File: src/irq_event_cfg.svh
// Register offsets, bit positions and reset values of the interrupt and event block
`ifndef IRQ_EVENT_CFG_SVH
`define IRQ_EVENT_CFG_SVH
`define OFS_FLAG_BANK_FIRST    8'h00
`define OFS_FLAG_BANK_SECOND   8'h04
`define OFS_ENABLE_BANK_FIRST  8'h08
`define OFS_ENABLE_BANK_SECOND 8'h0C
`define OFS_SETUP_REG_ONE      8'h10
`define OFS_EVENT_ENABLE       8'h14
`define OFS_PER_PHASE_IDLE     8'h18
`define OFS_PER_PHASE_SIGN     8'h1C
`define OFS_EVENT_LIVE         8'h20
`define BIT_RESET_COMPLETE     5'd0
`define BIT_FAULT_ZERO         5'd1
`define BIT_ACTIVE_REVERSE     5'd2
`define BIT_REACTIVE_REVERSE   5'd3
`define BIT_SUM_REVERSE        5'd4
`define BIT_VA_ZERO_CROSS      5'd0
`define BIT_FUND_REACTIVE_IDLE 5'd1
`define BIT_APPARENT_IDLE      5'd2
`define BIT_ACTIVE_IDLE        5'd3
`define BIT_MERGE_INT_LINES    5'd0
`define BIT_SHARED_PIN_LO      5'd1
`define BIT_SHARED_PIN_HI      5'd2
`define SHARED_PIN_EVENT       2'h2
`define RST_ENABLE_BANK        32'h00000000
`define RST_SETUP_REG_ONE      32'h00000000
`define RST_EVENT_ENABLE       32'h00000000
`define NONMASK_FIRST          32'h00000003
`endif

File: src/irq_event_pkg.sv
// Types shared by the interrupt and event block
package irq_event_pkg;
  typedef struct packed {
    logic        cyc;
    logic        stb;
    logic        we;
    logic [7:0]  adr;
    logic [3:0]  sel;
    logic [31:0] dat;
  } wb_req_t;
  typedef enum logic [0:0] {
    BUS_IDLE = 1'b0,
    BUS_ACK  = 1'b1
  } bus_state_t;
  typedef struct packed {
    logic [31:0] flag_first;
    logic [31:0] flag_second;
    logic [31:0] en_first;
    logic [31:0] en_second;
    logic [31:0] setup;
    logic [31:0] ev_en;
    logic [31:0] ph_idle;
    logic [31:0] ph_sign;
    logic [31:0] dat_out;
    bus_state_t  bus;
    logic        int_first_n;
    logic        int_second_n;
    logic        shared_out;
  } state_t;
endpackage : irq_event_pkg

File: src/interrupt_event_pin_logic.sv
// Interrupt flag banks, request pins and live event output behind a Wishbone slave
//
// Summary of operation
// - Request pin goes low on enabled event, stays low until acknowledged.
// - First pin uses first 32-bit enable bank, second pin the second.
// - Each event owns one bit in an enable bank and its flag bank.
// - Enable bit set lets the event drive its pin; cleared blocks it, except for first-bank bits 0 and 1.
// - Flag sets on its event regardless of the enable bit.
// - Writing one clears a flag; pin returns high once enabled flags clear.
// - Reset-complete and fault-zero flags interrupt even with enable bit zero.
// - Merge bit makes second pin show both banks; first shows its own.
// - Phase A voltage zero crossing sets its second-bank flag and pin.
// - Shared pin shows the event function only when select equals binary 10.
// - Every event source is maskable and disabled after reset.
// - A source feeds the event output only when its enable bit is one.
// - Event output low while any enabled source active, else high.
// - Event output is not latched; it follows its sources.
// - Event output polarity is fixed, with no invert control.
// - Idle flags of second bank have per-phase detail in a register.
// - Reverse power flags of first bank have per-phase sign detail register.
//
// The register offsets and register access over Wishbone are this design's own decisions.
`timescale 1ns/1ps
`include "irq_event_cfg.svh"
module interrupt_event_pin_logic (
  input  wire logic        CLK,
  input  wire logic        RESET,
  input  wire logic        WB_CYC_I,
  input  wire logic        WB_STB_I,
  input  wire logic        WB_WE_I,
  input  wire logic [7:0]  WB_ADR_I,
  input  wire logic [3:0]  WB_SEL_I,
  input  wire logic [31:0] WB_DAT_I,
  output logic      [31:0] WB_DAT_O,
  output logic             WB_ACK_O,
  input  wire logic [31:0] EVENT_FIRST,
  input  wire logic [31:0] EVENT_SECOND,
  input  wire logic [31:0] EVENT_LIVE,
  input  wire logic [31:0] PER_PHASE_IDLE,
  input  wire logic [31:0] PER_PHASE_SIGN,
  input  wire logic        PULSE_OUT_FOUR,
  input  wire logic        SAMPLE_READY_OUT,
  output logic             INT_PIN_FIRST_N,
  output logic             INT_PIN_SECOND_N,
  output logic             SHARED_PIN
);

  // Byte-lane write merge, used for every configuration register
  function automatic logic [31:0] lane_merge(input logic [31:0] old_val, input logic [31:0] wr_val,
                                             input logic [3:0] lanes);
    logic [31:0] res;
    res = old_val;
    for (int i = 0; i < 4; i++)
    begin
      if (lanes[i])
      begin
        res[i*8 +: 8] = wr_val[i*8 +: 8];
      end
    end
    return res;
  endfunction : lane_merge

  // Write-one-to-clear mask limited to the selected byte lanes
  function automatic logic [31:0] clear_mask(input logic [31:0] wr_val, input logic [3:0] lanes);
    logic [31:0] res;
    res = 32'h00000000;
    for (int i = 0; i < 4; i++)
    begin
      if (lanes[i])
      begin
        res[i*8 +: 8] = wr_val[i*8 +: 8];
      end
    end
    return res;
  endfunction : clear_mask

  irq_event_pkg::state_t  st_reg;
  irq_event_pkg::state_t  st_next;
  irq_event_pkg::wb_req_t req;
  logic [31:0]            ev_first_meta;
  logic [31:0]            ev_first_sync;
  logic [31:0]            ev_second_meta;
  logic [31:0]            ev_second_sync;
  logic [31:0]            ev_live_meta;
  logic [31:0]            ev_live_sync;
  logic [31:0]            idle_meta;
  logic [31:0]            sign_meta;
  logic [1:0]             pin_meta;
  logic [1:0]             pin_sync;

  // Event sources come from the metrology core timing; two stages before use
  always_ff @(posedge CLK)
  begin
    if (RESET)
    begin
      ev_first_meta  <= 32'h00000000;
      ev_first_sync  <= 32'h00000000;
      ev_second_meta <= 32'h00000000;
      ev_second_sync <= 32'h00000000;
      ev_live_meta   <= 32'h00000000;
      ev_live_sync   <= 32'h00000000;
      idle_meta      <= 32'h00000000;
      sign_meta      <= 32'h00000000;
      pin_meta       <= 2'h0;
      pin_sync       <= 2'h0;
    end
    else
    begin
      ev_first_meta  <= EVENT_FIRST;
      ev_first_sync  <= ev_first_meta;
      ev_second_meta <= EVENT_SECOND;
      ev_second_sync <= ev_second_meta;
      ev_live_meta   <= EVENT_LIVE;
      ev_live_sync   <= ev_live_meta;
      idle_meta      <= PER_PHASE_IDLE;
      sign_meta      <= PER_PHASE_SIGN;
      pin_meta       <= {SAMPLE_READY_OUT, PULSE_OUT_FOUR};
      pin_sync       <= pin_meta;
    end
  end

  // Bundle the bus request
  always_comb
  begin
    req.cyc = WB_CYC_I;
    req.stb = WB_STB_I;
    req.we  = WB_WE_I;
    req.adr = WB_ADR_I;
    req.sel = WB_SEL_I;
    req.dat = WB_DAT_I;
  end

  // Next state: flags, registers, bus answer and pin levels
  always_comb
  begin
    logic        wr;
    logic        rd_cycle;
    logic [31:0] clr;
    logic [31:0] act_first;
    logic [31:0] act_second;
    logic        any_first;
    logic        any_second;
    logic        ev_active;
    wr         = 1'b0;
    rd_cycle   = 1'b0;
    clr        = 32'h00000000;
    act_first  = 32'h00000000;
    act_second = 32'h00000000;
    any_first  = 1'b0;
    any_second = 1'b0;
    ev_active  = 1'b0;
    st_next    = st_reg;

    // One access per bus cycle; ack drops the cycle after it was given
    rd_cycle = req.cyc && req.stb && (st_reg.bus == irq_event_pkg::BUS_IDLE);
    wr       = rd_cycle && req.we;
    clr      = clear_mask(req.dat, req.sel);
    st_next.bus = rd_cycle ? irq_event_pkg::BUS_ACK : irq_event_pkg::BUS_IDLE;

    // Clear first, then set, so a same-cycle event is never lost
    if (wr && (req.adr == `OFS_FLAG_BANK_FIRST))
    begin
      st_next.flag_first = st_reg.flag_first & ~clr;
    end
    if (wr && (req.adr == `OFS_FLAG_BANK_SECOND))
    begin
      st_next.flag_second = st_reg.flag_second & ~clr;
    end
    st_next.flag_first  = st_next.flag_first | ev_first_sync;
    st_next.flag_second = st_next.flag_second | ev_second_sync;

    // Detail registers track their sources live
    st_next.ph_idle = idle_meta;
    st_next.ph_sign = sign_meta;

    // Writable configuration
    if (wr)
    begin
      unique case (req.adr)
        `OFS_ENABLE_BANK_FIRST:  st_next.en_first  = lane_merge(st_reg.en_first, req.dat, req.sel);
        `OFS_ENABLE_BANK_SECOND: st_next.en_second = lane_merge(st_reg.en_second, req.dat, req.sel);
        `OFS_SETUP_REG_ONE:      st_next.setup     = lane_merge(st_reg.setup, req.dat, req.sel);
        `OFS_EVENT_ENABLE:       st_next.ev_en     = lane_merge(st_reg.ev_en, req.dat, req.sel);
        default:                 st_next.setup     = st_next.setup;
      endcase
    end

    // Read mux; unmapped offsets read zero and still ack
    if (rd_cycle && !req.we)
    begin
      unique case (req.adr)
        `OFS_FLAG_BANK_FIRST:    st_next.dat_out = st_reg.flag_first;
        `OFS_FLAG_BANK_SECOND:   st_next.dat_out = st_reg.flag_second;
        `OFS_ENABLE_BANK_FIRST:  st_next.dat_out = st_reg.en_first;
        `OFS_ENABLE_BANK_SECOND: st_next.dat_out = st_reg.en_second;
        `OFS_SETUP_REG_ONE:      st_next.dat_out = st_reg.setup;
        `OFS_EVENT_ENABLE:       st_next.dat_out = st_reg.ev_en;
        `OFS_PER_PHASE_IDLE:     st_next.dat_out = st_reg.ph_idle;
        `OFS_PER_PHASE_SIGN:     st_next.dat_out = st_reg.ph_sign;
        `OFS_EVENT_LIVE:         st_next.dat_out = ev_live_sync;
        default:                 st_next.dat_out = 32'h00000000;
      endcase
    end

    // Request pins from registered flags; two banks gated by their enables, first-bank bits 0 and 1 always pass
    act_first  = st_reg.flag_first & (st_reg.en_first | `NONMASK_FIRST);
    act_second = st_reg.flag_second & st_reg.en_second;
    any_first  = |act_first;
    any_second = |act_second;
    st_next.int_first_n  = ~any_first;
    st_next.int_second_n = ~(any_second | (st_reg.setup[`BIT_MERGE_INT_LINES] & any_first));

    // Live event level, unlatched and fixed active low
    ev_active = |(ev_live_sync & st_reg.ev_en);
    unique case (st_reg.setup[`BIT_SHARED_PIN_HI:`BIT_SHARED_PIN_LO])
      `SHARED_PIN_EVENT: st_next.shared_out = ~ev_active;
      2'h3:              st_next.shared_out = pin_sync[1];
      default:           st_next.shared_out = pin_sync[0];
    endcase
  end

  // State register; reset clears flags and every enable bit
  always_ff @(posedge CLK)
  begin
    if (RESET)
    begin
      st_reg              <= '0;
      st_reg.en_first     <= `RST_ENABLE_BANK;
      st_reg.en_second    <= `RST_ENABLE_BANK;
      st_reg.setup        <= `RST_SETUP_REG_ONE;
      st_reg.ev_en        <= `RST_EVENT_ENABLE;
      st_reg.bus          <= irq_event_pkg::BUS_IDLE;
      st_reg.int_first_n  <= 1'b1;
      st_reg.int_second_n <= 1'b1;
      st_reg.shared_out   <= 1'b0;
    end
    else
    begin
      st_reg <= st_next;
    end
  end

  // Outputs straight from flip-flops
  assign WB_ACK_O         = (st_reg.bus == irq_event_pkg::BUS_ACK);
  assign WB_DAT_O         = st_reg.dat_out;
  assign INT_PIN_FIRST_N  = st_reg.int_first_n;
  assign INT_PIN_SECOND_N = st_reg.int_second_n;
  assign SHARED_PIN       = st_reg.shared_out;

endmodule : interrupt_event_pin_logic

File: config.mk
export PLATFORM = sky130hd
export DESIGN_NAME = interrupt_event_pin_logic
export DESIGN_NICKNAME = d
export VERILOG_FILES = /design/src/irq_event_pkg.sv /design/src/interrupt_event_pin_logic.sv
export VERILOG_INCLUDE_DIRS = /design/src
export SDC_FILE = /design/constraint.sdc
export NUM_CORES = 1
export LEC_CHECK = 0
export ABC_AREA = 1
export CORE_MARGIN = 1
export CORE_UTILIZATION = 60
export DETAILED_ROUTE_END_ITERATION = 12
export DONT_BUFFER_PORTS = 1
export PLACE_DENSITY = 0.73
export SKIP_CTS_REPAIR_TIMING = 1
export SLEW_MARGIN = 20
export SYNTH_ARGS = -nofsm -noshare
export SYNTH_HDL_FRONTEND = slang
export SYNTH_SLANG_ARGS = --single-unit
File: constraint.sdc
create_clock -name CLK -period 1.8 [get_ports CLK]
set_clock_uncertainty 0.15 [all_clocks]
set_input_delay 0.36 -clock CLK [delete_from_list [all_inputs] [get_ports CLK]]
set_output_delay 0.36 -clock CLK [all_outputs]
set_load 0.01 [all_outputs]
==> flow_summary.toml <==
[clock_network]
cts_buffers = 53
clock_path_buffers = 3
h-tree-depth = 2
clk_pin_slew_worst_paths_ps = 70
cts_tree = "yes"
root_buffer = "clkbuf_16"
clkLatencyLatePin_ps = 600
cts_sinks = 552

[worst_setup_path]
worstSetupStartpointType = "flop"
end_kind = "flop"
timing.rr.start = "st_reg[123]$_SDFFE_PP0P_"
setup.worst_path.start = "st_reg[123]$_SDFFE_PP0P_"
worstPathMaxFanout = 3
worstRegToRegCells = 9
worst-setup-path-type = "reg2reg"
cp.required_ps = 2190
cp.arrival_ps = 2360

[power]
switching_share = 0.232
seqPwrFrac = 0.494
power.leakage_nw = 13.0
combPwrFrac = 0.068
switchingPower_mw = 6.04
vdd.ir_drop.worst_uv = 797
p_clk_frac = 0.438
intPower_mw = 20.0
total_power_mw = 26.0
power.density_mw_per_mm2 = 929

[final_layout]
fin_nets = 3490
area_growth_pct = 35.4
fillerInstances = 1868
instances_no_fill = 3775
drive_above_1_share = 0.0686
largest_reg_flops = 256

[timing]
fin_crit_sh = 1.09
slew_headroom = 0.586
max_freq_ghz = 0.508
layout_setup_ws_ps = -168
setup_violations = 5
tightest_slew_ps = 621
drv_slew = 0
hold-worst-slack_ps = -294
finalHoldViolCount = 85
period_needed_ps = 1970

[route]
viasPerCell = 5.50
routed_wl_mm = 74.3
first_iter_violations = 2480
drt_pass1_iterations = 6
vias = 20800
wl_per_cell_um = 19.7
drtAntennaViolNets = 0
drcViolationCount = 0

[logic_synthesis]
seq_area_frac_synth = 0.534
syn-num-nets = 3020
ys_top_cells_by_count = "nor2_1, dfxtp_1, inv_1"
synth_cell_type_count = 22
ys.flop_type = "dfxtp_1"
ys_warn_count = 0
avgSynthCellArea_um2 = 7.37
syn-cell-area_mm2 = 0.0207
synth.area.top_cells = "dfxtp_1, nor2_1, inv_1, nand2_1, nand3_1"
ys_seq_elements = 552
synthCells = 2809
synthArstFlopShare = 0
synth_edf_count = 0
yosysTopAreaCell = "dfxtp_1"
synth_top_area_frac = 0.534
synthMostInstantiatedCell = "nor2_1"

[floorplanning]
dieWidth_um = 188
core_mm2 = 0.0337
start_util = 0.614
dieArea_mm2 = 0.0352
rows = 67
ios = 247
fp.dieH_um = 188

[status]
status = "finished, violations left"
violations = "negative hold slack, negative setup slack"

[min_path]
hp-class = "in2reg"
hp-start = "RESET"
hold_depth = 1

[grt]
grt_pass1_vias = 16000
grt_first_pass_wirelength_mm = 84.6
antenna_found_initial = 4
grt_max_degree = 423
grt_remaining_overflow = 0
grt_usage = 0.306

[placed_design]
dp.cells = 3184
dp.final_hpwl_mm = 38.0
gp_congestion = 0.934
io_buffers = 0

[flow_run]
cap_violations = 0
[per-layer routing]
metal / routed length [µm] / GRT usage / up-vias
li1: - / - / 9448
met1: 28100 / 0.411 / 9663
met2: 35000 / 0.481 / 1354
met3: 7880 / 0.0706 / 311
met4: 3370 / 0.110 / 0
met5: 0 / 0 / -
[critical path, cell delays in order, from the launching register on]
cell,delay (ps)
dfxtp_1,340
nand2_1,80
nand2_1,100
nor2_1,180
nand4_1,300
nor2_2,340
nand3_1,130
nand3_1,110
nand2_1,90
inv_1,80
[placed cells by master (no fill, tap or decap), drive strengths merged]
master | Yosys | routed
nand4 | 15 | 15
clkbuf | 80 | 77
clkinvlp | 0 | 2
nor2 | 588 | 589
buf | 85 | 96
nor3 | 4 | 4
dlygate4sd3 | 0 | 483
bufinv | 0 | 3
inv | 515 | 517
a21oi | 164 | 164
a211oi | 1 | 1
a22o | 3 | 3
nand3 | 233 | 233
nand2 | 346 | 346
dfxtp | 552 | 552
diode | 0 | 5
o21ai | 223 | 223
clkinv | 0 | 14
[layout make-up]
class,count,area [µm²],share of cell area
antenna,5,12.5,0.000447
clock inverter,21,199,0.00710
inverter,515,1940,0.0691
multi-input combinational,1578,6890,0.246
sequential,552,11100,0.394
timing repair buffer,579,5820,0.208
tap,448,561,0.0200
clock buffer,77,1550,0.0553
[logic make-up after synthesis]
family / synth area share
AND/OR/NAND/NOR: 0.236
buffers and inverters: 0.134
flip-flops: 0.534
AO/OA/AOI/OAI: 0.0952
[metrics by stage]
step	instance area (µm²)	utilization	setup TNS (ps)	worst slack (ps)	hold WS, ps
after floorplan	20700	-	0	174	238
after global placement	21400	0.634	-4560	-108	240
after detailed placement	21400	0.634	-9920	-174	243
after CTS	23100	0.686	0	72.7	-314
after global routing	28000	0.831	-765	-180	-312
final	28000	0.832	-256	-168	-294
[final timing paths]
path | end | slack (ps)
worst min register to register | ev_first_sync[13]$_SDFF_PP0_ | 260
worst max register to register | SHARED_PIN$_SDFF_PP0_ | -170
worst min-delay path | st_reg[245]$_SDFF_PP0_ | -290
worst max-delay path | SHARED_PIN$_SDFF_PP0_ | -170
[power by group through the flow]
| stage | Sequential (mW) | Combinational, mW | Clock [mW] |
|---|---|---|---|
| 2_1_floorplan | 13.0 | 0.657 | 0 |
| 3_3_place_gp | 13.1 | 0.740 | 0 |
| 3_5_place_dp | 13.1 | 0.762 | 0 |
| 4_1_cts | 12.8 | 0.772 | 11.2 |
| 5_1_grt | 12.9 | 1.88 | 11.9 |
| 6_report | 12.9 | 1.77 | 11.4 |
(Power assumes the default switching activity.)
